--- config.mk ---
export PLATFORM = sky130hd
export DESIGN_NAME = ditd_decoder
export DESIGN_NICKNAME = d
export VERILOG_FILES = /design/src/core/ditd_pkg.sv /design/src/core/ditd_filter.sv /design/src/core/ditd_decoder.sv
export VERILOG_INCLUDE_DIRS = /design/src /design/src/core
export SDC_FILE = /design/constraint.sdc
export NUM_CORES = 1
export LEC_CHECK = 0
export BUFFER_PORTS_ARGS = -buffer_cell sky130_fd_sc_hd__clkbuf_2
export CAP_MARGIN = 10
export CORE_MARGIN = 5
export CORE_UTILIZATION = 36
export CTS_CLUSTER_DIAMETER = 60
export DETAILED_ROUTE_END_ITERATION = 8
export GPL_TIMING_DRIVEN = 1
export PLACE_DENSITY = 0.51
export SYNTH_ARGS = -nofsm -noshare
export SYNTH_HDL_FRONTEND = slang
export SYNTH_HIERARCHICAL = 1
export SYNTH_SLANG_ARGS = --single-unit
--- constraint.sdc ---
create_clock -name clk -period 6.8 [get_ports clk]
set_input_delay 0.34 -clock clk [delete_from_list [all_inputs] [get_ports clk]]
set_output_delay 0.34 -clock clk [all_outputs]
set_load 0.005 [all_outputs]
--- src/core/ditd_cfg.svh ---
// constants of the input terminal decoder: timing, ranges and reset values
`ifndef DITD_CFG_SVH
`define DITD_CFG_SVH

// ============================================================
// timing
`define DITD_CLK_PERIOD_NS   8
`define DITD_SCAN_STEP_NS    100000
`define DITD_STEPS_PER_MS    4'd10

// ============================================================
// scan period setting, in scan steps
`define DITD_SCAN_MIN        11'd10
`define DITD_SCAN_MAX        11'd2000
`define DITD_SCAN_DEFAULT    11'd10

// ============================================================
// master speed ramp
`define DITD_RAMP_MIN_DS     16'd200
`define DITD_DS_TO_MS        24'd100
`define DITD_SPEED_FULL      16'd1000
`define DITD_SPEED_RESET     16'h0000
`define DITD_FREQ_SRC_UPDOWN 4'h8

`endif

--- src/core/ditd_pkg.sv ---
// types shared by the input terminal decoder
package ditd_pkg;

	// terminal function codes
	typedef enum logic [3:0] {
		FN_OFF = 4'h0, FN_EXT_FAULT = 4'h1, FN_FAULT_RESET = 4'h2,
		FN_COAST = 4'h3, FN_SPEED_UP = 4'h4, FN_SPEED_DOWN = 4'h5,
		FN_STAGE0 = 4'h6, FN_STAGE1 = 4'h7, FN_STAGE2 = 4'h8,
		FN_STAGE3 = 4'h9, FN_JOG = 4'ha, FN_AUTO = 4'hb,
		FN_AUTO_PAUSE = 4'hc, FN_PID = 4'hd, FN_FORCE_AI1 = 4'he,
		FN_SERIAL = 4'hf
	} ditd_func_t;

	// run wiring schemes of the first terminals
	typedef enum logic [1:0] {
		WIRE_TWO_DIR = 2'h0, WIRE_RUN_DIR = 2'h1, WIRE_THREE = 2'h2
	} ditd_wiring_t;

	// winning speed source, one-hot
	typedef enum logic [4:0] {
		SRC_CONFIG = 5'h01, SRC_STAGE = 5'h02, SRC_AI1 = 5'h04,
		SRC_JOG = 5'h08, SRC_AUTO = 5'h10
	} ditd_src_t;

	typedef struct packed {
		logic run;
		logic reverse;
		logic driveOn;
	} ditd_run_t;

	typedef struct packed {
		logic jog;
		logic autoRun;
		logic autoPause;
		logic pidEnable;
		logic forceAi1;
		logic serialBus;
	} ditd_aux_t;

endpackage

--- src/core/ditd_filter.sv ---
// terminal synchroniser and scan-rate bounce filter
`timescale 1ns/1ns
`default_nettype none

module ditd_filter
	import ditd_pkg::*;
(
	input  wire logic       clk,
	input  wire logic       nrst,
	input  wire logic [7:0] pinIn,
	input  wire logic       scanTick,
	output var  logic [7:0] levelOut
);

	logic [7:0] syncA_reg;
	logic [7:0] syncB_reg;
	logic [7:0] sample_reg;
	logic [7:0] sample_next;
	logic [7:0] level_next;

	// ============================================================
	// two-stage synchroniser, first stage read only by the second
	always_ff @(posedge clk) begin
		if (!nrst) begin
			syncA_reg <= 8'h00;
			syncB_reg <= 8'h00;
		end else begin
			syncA_reg <= pinIn;
			syncB_reg <= syncA_reg;
		end
	end

	// ============================================================
	// a level is taken only if two scans in a row agree
	always_comb begin
		sample_next = sample_reg;
		level_next  = levelOut;
		if (scanTick) begin
			sample_next = syncB_reg;
			level_next  = (syncB_reg & sample_reg) |
				(levelOut & (syncB_reg | sample_reg));
		end
	end

	always_ff @(posedge clk) begin
		if (!nrst) begin
			sample_reg <= 8'h00;
			levelOut   <= 8'h00;
		end else begin
			sample_reg <= sample_next;
			levelOut   <= level_next;
		end
	end
endmodule

`default_nettype wire

--- src/core/ditd_decoder.sv ---
// digital input terminal decoder: filtering, run wiring, terminal functions
//
// Summary of operation
// - scan period 10..2000 steps, reset value 10
// - scan interval is setting times 0.1 ms
// - mode 0: term1 forward, term2 reverse
// - mode 1: term1 run, term2 direction
// - mode 2: push run latches, stop opens
// - three-wire: term3 selects direction
// - three-wire: term3 function code ignored
// - terminals 1 and 2 carry no functions
// - codes 0..14 on 3..7, 0..15 on 8
// - code 0 terminal fully ignored
// - code 1 trips fault, output off
// - code 2 clears latched fault
// - code 3 coasts: output off at once
// - code 4 raises speed, ramp min 20 s
// - code 5 lowers speed, ramp min 20 s
// - up/down only with frequency source 8
// - codes 6..9 form 4-bit stage index
// - auto, jog, ai1, stage, configured source
// - code 15 only on terminal eight
`timescale 1ns/1ns
`default_nettype none
`include "ditd_cfg.svh"

module ditd_decoder
	import ditd_pkg::*;
#(
	parameter int STEP_CYCLES = (`DITD_SCAN_STEP_NS + `DITD_CLK_PERIOD_NS - 1)
		/ `DITD_CLK_PERIOD_NS
)(
	input  wire logic       clk,
	input  wire logic       nrst,
	input  wire logic [8:1] inputTerminal,
	input  wire logic       scanPeriodLoad,
	input  wire logic [10:0] inputScanPeriod,
	input  wire logic [1:0] runWiringMode,
	input  wire logic [3:0] term3FunctionCode,
	input  wire logic [3:0] term4FunctionCode,
	input  wire logic [3:0] term5FunctionCode,
	input  wire logic [3:0] term6FunctionCode,
	input  wire logic [3:0] term7FunctionCode,
	input  wire logic [3:0] term8FunctionCode,
	input  wire logic [15:0] accelTimeSetting,
	input  wire logic [15:0] decelTimeSetting,
	input  wire logic [3:0] freqCommandSource,
	output var  logic [10:0] scanPeriodNow,
	output var  logic [8:1] filteredTerminal,
	output var  ditd_run_t  runState,
	output var  logic       faultTripped,
	output var  logic       coastStop,
	output var  logic [3:0] stageIndex,
	output var  ditd_src_t  speedSource,
	output var  logic [15:0] masterSpeed,
	output var  ditd_aux_t  auxFunc
);

	localparam logic [13:0] STEP_LAST = 14'(STEP_CYCLES - 1);

	// does any enabled terminal with this code stand closed
	function automatic logic funcHit(input logic [3:0] code,
		input logic [5:0][3:0] cds, input logic [5:0] lv);
		logic hit;
		hit = 1'b0;
		for (int i = 0; i < 6; i++) begin
			if (cds[i] == code && lv[i]) begin
				hit = 1'b1;
			end
		end
		return hit;
	endfunction

	// ============================================================
	// scan timing: 0.1 ms steps, scan ticks and millisecond ticks
	logic [13:0] stepCnt_reg, stepCnt_next;
	logic [10:0] scanCnt_reg, scanCnt_next;
	logic [3:0]  msCnt_reg, msCnt_next;
	logic        scanTick_reg, scanTick_next;
	logic        msTick_reg, msTick_next;
	logic [10:0] scanPeriod_next;
	logic        stepTick;

	always_comb begin
		stepTick        = (stepCnt_reg == STEP_LAST);
		stepCnt_next    = stepTick ? 14'h0000 : stepCnt_reg + 14'h0001;
		scanCnt_next    = scanCnt_reg;
		msCnt_next      = msCnt_reg;
		scanTick_next   = 1'b0;
		msTick_next     = 1'b0;
		scanPeriod_next = scanPeriodNow;
		// out-of-range settings are refused, the old one stays
		if (scanPeriodLoad && inputScanPeriod >= `DITD_SCAN_MIN &&
			inputScanPeriod <= `DITD_SCAN_MAX) begin
			scanPeriod_next = inputScanPeriod;
		end
		if (stepTick) begin
			if (scanCnt_reg + 11'h001 >= scanPeriodNow) begin
				scanCnt_next  = 11'h000;
				scanTick_next = 1'b1;
			end else begin
				scanCnt_next = scanCnt_reg + 11'h001;
			end
			if (msCnt_reg == `DITD_STEPS_PER_MS - 4'd1) begin
				msCnt_next  = 4'h0;
				msTick_next = 1'b1;
			end else begin
				msCnt_next = msCnt_reg + 4'h1;
			end
		end
	end

	always_ff @(posedge clk) begin
		if (!nrst) begin
			stepCnt_reg   <= 14'h0000;
			scanCnt_reg   <= 11'h000;
			msCnt_reg     <= 4'h0;
			scanTick_reg  <= 1'b0;
			msTick_reg    <= 1'b0;
			scanPeriodNow <= `DITD_SCAN_DEFAULT;
		end else begin
			stepCnt_reg   <= stepCnt_next;
			scanCnt_reg   <= scanCnt_next;
			msCnt_reg     <= msCnt_next;
			scanTick_reg  <= scanTick_next;
			msTick_reg    <= msTick_next;
			scanPeriodNow <= scanPeriod_next;
		end
	end

	// ============================================================
	// filtered terminal levels
	ditd_filter u_filter (
		.clk      (clk),
		.nrst     (nrst),
		.pinIn    (inputTerminal),
		.scanTick (scanTick_reg),
		.levelOut (filteredTerminal)
	);

	// ============================================================
	// multifunction decode over terminals 3..8
	logic [5:0][3:0] codes;
	logic [5:0]      live;
	logic extFault, faultReset, coastAct, spdUp, spdDown;

	always_comb begin
		codes = {term8FunctionCode, term7FunctionCode, term6FunctionCode,
			term5FunctionCode, term4FunctionCode, term3FunctionCode};
		live  = filteredTerminal[8:3];
		if (runWiringMode == WIRE_THREE) begin
			live[0] = 1'b0;
		end
		// code 15 exists only on terminal eight
		for (int i = 0; i < 5; i++) begin
			if (codes[i] == FN_SERIAL) begin
				live[i] = 1'b0;
			end
		end
		// code 0 is never looked up, so such a terminal does nothing
		extFault   = funcHit(FN_EXT_FAULT, codes, live);
		faultReset = funcHit(FN_FAULT_RESET, codes, live);
		coastAct   = funcHit(FN_COAST, codes, live);
		spdUp      = funcHit(FN_SPEED_UP, codes, live);
		spdDown    = funcHit(FN_SPEED_DOWN, codes, live);
	end

	// ============================================================
	// fault latch, coast and run commands
	logic      runLatch_reg, runLatch_next;
	logic      fault_next;
	ditd_run_t run_next;
	logic      t1, t2, t3;

	always_comb begin
		t1 = filteredTerminal[1];
		t2 = filteredTerminal[2];
		t3 = filteredTerminal[3];
		// a fault still present wins over a reset
		if (extFault) begin
			fault_next = 1'b1;
		end else if (faultReset) begin
			fault_next = 1'b0;
		end else begin
			fault_next = faultTripped;
		end
		runLatch_next = 1'b0;
		if (runWiringMode == WIRE_THREE && t2 && !fault_next && !coastAct) begin
			runLatch_next = runLatch_reg | t1;
		end
		run_next = '0;
		case (runWiringMode)
			WIRE_TWO_DIR: begin
				// both closed is read as stop
				run_next.run     = t1 ^ t2;
				run_next.reverse = t2 & !t1;
			end
			WIRE_RUN_DIR: begin
				run_next.run     = t1;
				run_next.reverse = t2;
			end
			WIRE_THREE: begin
				run_next.run     = runLatch_next;
				run_next.reverse = t3;
			end
			default: begin
				run_next = '0;
			end
		endcase
		run_next.driveOn = run_next.run && !fault_next && !coastAct;
		run_next.run     = run_next.driveOn;
	end

	always_ff @(posedge clk) begin
		if (!nrst) begin
			runLatch_reg <= 1'b0;
			faultTripped <= 1'b0;
			coastStop    <= 1'b0;
			runState     <= '0;
		end else begin
			runLatch_reg <= runLatch_next;
			faultTripped <= fault_next;
			coastStop    <= coastAct;
			runState     <= run_next;
		end
	end

	// ============================================================
	// speed selection and master speed ramp
	logic [23:0] rampMs;
	logic [23:0] acc_reg, acc_next, accSum;
	logic [15:0] speed_next;
	logic [3:0]  stage_next;
	ditd_src_t   src_next;
	ditd_aux_t   aux_next;
	logic        rampEn, goUp;

	always_comb begin
		stage_next = {funcHit(FN_STAGE3, codes, live),
			funcHit(FN_STAGE2, codes, live),
			funcHit(FN_STAGE1, codes, live),
			funcHit(FN_STAGE0, codes, live)};
		aux_next.jog       = funcHit(FN_JOG, codes, live);
		aux_next.autoRun   = funcHit(FN_AUTO, codes, live);
		aux_next.autoPause = funcHit(FN_AUTO_PAUSE, codes, live);
		aux_next.pidEnable = funcHit(FN_PID, codes, live);
		aux_next.forceAi1  = funcHit(FN_FORCE_AI1, codes, live);
		aux_next.serialBus = funcHit(FN_SERIAL, codes, live);
		// stage 0 is the master speed, so it falls to the set source
		if (aux_next.autoRun) begin
			src_next = SRC_AUTO;
		end else if (aux_next.jog) begin
			src_next = SRC_JOG;
		end else if (aux_next.forceAi1) begin
			src_next = SRC_AI1;
		end else if (stage_next != 4'h0) begin
			src_next = SRC_STAGE;
		end else begin
			src_next = SRC_CONFIG;
		end
		goUp = spdUp;
		if (spdUp) begin
			rampMs = {8'h00, (accelTimeSetting < `DITD_RAMP_MIN_DS) ?
				`DITD_RAMP_MIN_DS : accelTimeSetting} * `DITD_DS_TO_MS;
		end else begin
			rampMs = {8'h00, (decelTimeSetting < `DITD_RAMP_MIN_DS) ?
				`DITD_RAMP_MIN_DS : decelTimeSetting} * `DITD_DS_TO_MS;
		end
		// both held at once is a hold, not a fight
		rampEn = (freqCommandSource == `DITD_FREQ_SRC_UPDOWN) &&
			(spdUp ^ spdDown);
		accSum     = acc_reg + {8'h00, `DITD_SPEED_FULL};
		acc_next   = acc_reg;
		speed_next = masterSpeed;
		// ramp floor of 20 s keeps this to one step per millisecond
		if (rampEn && msTick_reg) begin
			if (accSum >= rampMs) begin
				acc_next = accSum - rampMs;
				if (goUp && masterSpeed < `DITD_SPEED_FULL) begin
					speed_next = masterSpeed + 16'h0001;
				end else if (!goUp && masterSpeed != 16'h0000) begin
					speed_next = masterSpeed - 16'h0001;
				end
			end else begin
				acc_next = accSum;
			end
		end else if (!rampEn) begin
			acc_next = 24'h000000;
		end
	end

	always_ff @(posedge clk) begin
		if (!nrst) begin
			acc_reg     <= 24'h000000;
			masterSpeed <= `DITD_SPEED_RESET;
			stageIndex  <= 4'h0;
			speedSource <= SRC_CONFIG;
			auxFunc     <= '0;
		end else begin
			acc_reg     <= acc_next;
			masterSpeed <= speed_next;
			stageIndex  <= stage_next;
			speedSource <= src_next;
			auxFunc     <= aux_next;
		end
	end
endmodule

`default_nettype wire

# Word level (Yosys, flattened, before mapping)

Cells that the tools add are included.

Register bits after elaboration: 134
Output and inout port bits: 55

Eq/ne operators: 96
Order comparisons: 7
Muxes and demuxes: 116
$mul: 2
Add/subtract/negate cells: 7
Bitwise logic cells: 9
Reductions and logical operators: 115

Operators by type and width:

| operator               | count |
|---|---|
| $eq 4x4->1 const B     | 50 |
| $logic_and 1x1->1      | 101 |
| $mux 1                 | 101 |
| $eq 4x3->1 const B     | 24 |
| $mux 24                | 3 |
| $mux 16                | 4 |
| $eq 4x2->1 const B     | 12 |
| $mul 16x5->21 const B  | 2 |
| $lt 16x8->1 const B    | 2 |
| $add 24x10->24 const B | 1 |
| $eq 4x1->1 const B     | 6 |
| $ge 24x24->1           | 1 |
| $sub 24x24->24         | 1 |
| $mux 23                | 1 |
| $add 16x1->16 const B  | 1 |
| $and 8x8->8            | 2 |
| $lt 16x10->1 const B   | 1 |
| $or 8x8->8             | 2 |
| $reduce_bool 16->1     | 1 |
| $sub 16x1->16 const B  | 1 |
| $add 14x1->14 const B  | 1 |
| $eq 14x14->1 const B   | 1 |
| $add 11x1->11 const B  | 1 |
| $ge 11x11->1           | 1 |
| other kinds (25)       | 31 |

# Logic depth before layout (Yosys ltp)

Depth in word-level cells: 19
Gate-level depth with buffers: 33
Mapped depth without buffers: 30

# Hierarchy

The synthesis kept the hierarchy.

Modules (own cells, without submodules):

| module       | area each (um^2) | sequential area each (um^2) | cells each | times used |
|---|---|---|---|---|
| ditd_decoder | 10493.8          | 1981.9                      | 1335       | 1 |
| ditd_filter  | 1122.3           | 640.6                       | 110        | 1 |

# Worst setup path before layout

OpenSTA, ideal clock, no wires.

Path kind: input to register
From: input port decelTimeSetting[4]
To: register masterSpeed[0]
Required time: 6685 ps
Buffers on the path: 3
Slack: 606 ps
Library setup time: 115 ps
Stages on the path: 29
Arrival: 6079 ps
Path through: o311ai_0 > nand3_1 > clkbuf_1 > and2_1 > ha_1 > ha_1 > inv_1 > fa_1 > inv_1 > ha_1 > a21o_1 > a21oi_1 > o21ai_0 > a31oi_1 > o21bai_1 > a21oi_1 > xnor2_1 > o21ai_0 > ha_1 > nand2_1 > o21ai_0 > and4b_1 > or2_2 > a31oi_4 > o2111ai_1 > buf_4 > buf_2 > xnor2_1 > and2_1

Longest elaborated chain between the ends: 6

Ends and longest elaborated chain:

| what                                | RTL line            | source |
|---|---|---|
| from (decl)                         | ditd_decoder.sv:46  | `input wire logic [15:0] decelTimeSetting,` |
| $lt 16x8->1 (no source line)        | -                   |  |
| $mux 16 *                           | ditd_decoder.sv:266 | `` rampMs = {8'h00, (decelTimeSetting < `DITD_RAMP_MIN_DS) ? `` |
| $mul 16x5->21 (no source line) *    | -                   |  |
| $mux 23 *                           | ditd_decoder.sv:262 | `if (spdUp) begin` |
| $ge 24x24->1 *                      | ditd_decoder.sv:277 | `if (accSum >= rampMs) begin` |
| $reduce_and 3->1 (no source line) * | -                   |  |
| to (signal assigned)                | ditd_decoder.sv:295 | `` masterSpeed <= `DITD_SPEED_RESET; `` |
| to (signal assigned)                | ditd_decoder.sv:301 | `masterSpeed <= speed_next;` |
| to (decl)                           | ditd_decoder.sv:55  | `output var logic [15:0] masterSpeed,` |

Every way passes the cells marked *; elsewhere a longest branch is shown, timed or not.
A chain may end at the register's enable or synchronous reset.

# Final worst setup path

From: input port accelTimeSetting[14]
To: register masterSpeed[0]

Longest elaborated chain between the ends: 6

Ends and longest elaborated chain:

| what                                | RTL line            | source |
|---|---|---|
| from (decl)                         | ditd_decoder.sv:45  | `input wire logic [15:0] accelTimeSetting,` |
| $lt 16x8->1 (no source line)        | -                   |  |
| $mux 16 *                           | ditd_decoder.sv:263 | `` rampMs = {8'h00, (accelTimeSetting < `DITD_RAMP_MIN_DS) ? `` |
| $mul 16x5->21 (no source line) *    | -                   |  |
| $mux 23 *                           | ditd_decoder.sv:262 |  |
| $ge 24x24->1 *                      | ditd_decoder.sv:277 |  |
| $reduce_and 3->1 (no source line) * | -                   |  |

Marks and branches as above.

==> run_results.csv <==
group,metric,value,unit
floorplanning,core,31720,µm²
global_route,grt_usage,0.1690,
worst_setup_path,path_class,"input pin to register",
drt,viasPerCell,5.237,
sta,fin_worst_skew,14.58,ps
synthesis,synthesis.instances,1445,
place,placed_cells,1966,
cts,cts_root_buffer,"clkbuf_16",
cts,clkTransAtPathRegs,60,ps
cts,cts_hold_buf,0,
global_route,grt_pass1_vias,9824,
place,gp_congestion,0.8847,
floorplanning,dieWidth,189.6,µm
final_layout,num-nets-final,1841,
worst_setup_path,worstSetupEndpointType,"register",
sta,finalMaxSlewViolations,0,
worst_setup_path,r2r_cells,16,
drt,vias,10469,
synthesis,synth-seq-area-share,0.2258,
sta,final_hold_viol_count,0,
sta,worst_hold_slack,124.2,ps
final_layout,final_cells,1999,
worst_setup_path,reg2reg_to,"acc_reg[23]",
synthesis,syn_area,11620,µm²
synthesis,syn_nets,1703,
final_layout,stdcell_area,13450,µm²
worst_setup_path,r2r-start,"u_filter/levelOut[2]",
cts,cts_buffers,17,
sta,tightest_slew,1048,ps
worst_setup_path,arrival,6640,ps
drt,antenna_left,0,
worst_setup_path,critPathLaunch,"accelTimeSetting[14]",
worst_setup_path,slowest_stage,"fa_1",
global_route,antenna_found_initial,0,
worst_setup_path,cp_num_cells,30,
worst_setup_path,start_kind,"input pin",
sta,finalSetupViolCount,0,
place,dpl-instance-area,12830,µm²
cts,cts_tree,"yes",
sta,grt_setup_unrepaired,"no",
global_route,grt_pass1_wl,50.41,mm
synthesis,syn_avg_cell_area,8.039,µm²
final_layout,largest_reg_flops,22,
drt,wl_per_cell,15.46,µm
floorplanning,die_y,189.6,µm
drt,drtPass1Iterations,6,
cts,cts_max_level,4,
worst_setup_path,rrSetupSlack,1920,ps
global_route,grt_max_degree,52,
cts,clkLatencyLatePin,420,ps
cts,clock_sinks,131,
cts,ctsLongestPathBuffers,2,
pwr,p_leak,6.068,nW
sta,fmax,157.9,MHz
worst_setup_path,cpPeakStageDelay,500,ps
synthesis,synth-edff-count,0,
floorplanning,ios,139,
worst_setup_path,critPathMostFrequentCell,"ha_1",
worst_setup_path,cp-endpoint,"masterSpeed[0]",
final_layout,layout-drive-gt1-share,0.1397,
sta,setup_tns,0,ps
pwr,vdd_drop_max,0.1851,mV
drt,drc,0,
synthesis,synth_ff_type,"dfxtp_1",
place,dp_hpwl,25.24,mm
final_layout,syn_to_final_growth,15.77,%
synthesis,synthArstFlopShare,0,
global_route,overflow,0,
drt,drt-total-wl,30.90,mm
floorplanning,initial_core_util,0.3662,
place,io_buffers,138,
sta,maxSlewHeadroom,0.2988,
sta,period_share,0.9314,
floorplanning,die_area,35960,µm²
pwr,powerDensity,205.7,nW/µm²
synthesis,ys_seq_elements,131,
synthesis,yosysWarnings,6,
synthesis,synth_cell_type_count,72,
final_layout,utilization,0.4240,
worst_setup_path,critPathTopFamily,"adder cells",
min_path,hold_path.class,"input pin to register",
drt,drt_iter0_markers,597,
run,maxCapViolCount,0,
floorplanning,rows,65,
worst_setup_path,path_max_fanout,12,
sta,layout_min_cycle_time,6333,ps
status,status,"completed",
worst_setup_path,path_buf_inv,5,
worst_setup_path,worstPathRequired,7110,ps
## cells in the mapped netlist (4+ instances only)
library cell  count  area share
a211o_1           4      0.0030
a211oi_1          6      0.0039
a21o_1           15      0.0097
a21oi_1          93       0.040
a311oi_1         12      0.0090
a31oi_1          14      0.0075
and2_1           37       0.020
and3_1           17      0.0092
and4_1            6      0.0045
buf_2             4      0.0017
buf_4             4      0.0026
clkbuf_1         37       0.012
dfxtp_1         131        0.23
fa_1             24       0.041
ha_1            150        0.16
inv_1           123       0.040
mux2i_1          38       0.033
nand2_1         119       0.038
nand2b_1         21       0.011
nand3_1          46       0.020
nand3b_1          8      0.0052
nand4_1          27       0.015
nor2_1          118       0.038
nor2b_1          34       0.018
nor3_1           44       0.019
nor3b_1           5      0.0032
nor4_1           10      0.0054
nor4b_1           4      0.0030
o2111ai_1         4      0.0030
o211ai_1          8      0.0052
o21a_1           11      0.0071
o21ai_0          56       0.024
o21bai_1         13      0.0084
o221ai_1          5      0.0038
o22ai_1           9      0.0048
o311ai_0          7      0.0053
o31ai_1           6      0.0039
o32ai_1           7      0.0053
or2_2             4      0.0022
or3_1             5      0.0027
or4_1             8      0.0052
xnor2_1          65       0.049
xor2_1           43       0.032
## through the flow
stage	setup WS (ps)	total power [mW]
after floorplan	606.0	1.573
after global placement	-91.15	1.856
after detailed placement	-55.27	1.848
after CTS	365.6	2.798
after global routing	52.03	2.971
final	466.5	2.766
## layout by cell type (no fill, tap or decap), types with 11 or more instances in the layout
master     synthesis  layout
ha_1             150     150
clkbuf_2           0     138
dfxtp_1          131     131
inv_1            123     123
nand2_1          119     119
nor2_1           118     118
a21oi_1           93      93
xnor2_1           65      65
o21ai_0           56      56
nand3_1           46      45
nor3_1            44      44
xor2_1            43      43
mux2i_1           38      38
and2_1            37      37
nor2b_1           34      34
buf_4              4      30
nand4_1           27      27
fa_1              24      24
nand2b_1          21      21
and3_1            17      17
clkbuf_16          0      17
a21o_1            15      15
a31oi_1           14      14
o21bai_1          13      13
a311oi_1          12      12
o21a_1            11      11
## worst register-to-register path, stage by stage, from the launching register on
cell and delay (ps):
dfxtp_1 400, nand2_1 270, or4_1 580, nand3_2 250
buf_4 390, nor2_1 120, a21oi_1 200, ha_1 320
a211o_1 310, a21oi_1 260, o2111ai_1 210, a21oi_1 360
o311ai_0 210, o2111ai_1 200, a31oi_1 130, o21ai_0 200
mux2_2 350
## layout make-up
cell class              count  area (µm²)
clock buffers              22       484.2
repair buffers            168       915.9
well taps                 402       503.0
flip-flops and latches    131        2623
clock inverters            10       120.1
inverters                 127       476.7
multi-input cells        1138        8323
diodes                      1       2.502
fillers                  3226       18270
## power breakdown
| group | internal (mW) | leakage, nW | total (mW) | switching [mW] |
|---|---|---|---|---|
| registers | 0.778 | 1.06 | 0.786 | 0.00710 |
| logic | 0.444 | 4.71 | 1.05 | 0.607 |
| clock network | 0.581 | 0.293 | 0.929 | 0.348 |
| total | 1.80 | 6.07 | 2.77 | 0.962 |
## logic make-up after synthesis
kind of cell | after synthesis | synth area share
XOR/XNOR | 109 | 0.08283
adder cells (fa/ha/maj) | 174 | 0.2029
AND/OR/NAND/NOR | 523 | 0.2287
flip-flops | 131 | 0.2258
buffers and inverters | 176 | 0.05989
multiplexers | 40 | 0.03468
AO/OA/AOI/OAI | 292 | 0.1652
## routing by layer
layer | vias up | global-route usage | share of wire
met4 | 0 | 0.03784 | 0.013
met3 | 26 | 0.03174 | 0.044
met2 | 225 | 0.2689 | 0.45
met5 | - | 0 | 0
li1 | 5390 | - | -
met1 | 4828 | 0.2387 | 0.50
## repair_timing
action / in CTS / in global routing
resized for setup: 0 / 2
setup buffers: 0 / 0
endpoints found under the setup margin: 0 / 3
## worst min path at each step
stage,startpoint,end,slack [ps],depth (start not counted)
3_3_place_gp,u_filter/syncA_reg[6],u_filter/syncB_reg[6],420,1
4_1_cts,inputTerminal[3],u_filter/syncA_reg[2],100,2
5_1_grt,inputTerminal[1],u_filter/syncA_reg[0],100,2
2_1_floorplan,u_filter/syncA_reg[0],u_filter/syncB_reg[0],410,1
6_report,inputTerminal[3],u_filter/syncA_reg[2],120,2
3_5_place_dp,u_filter/syncA_reg[7],u_filter/syncB_reg[7],420,1
Note: power is estimated with default switching activity, not from simulation.
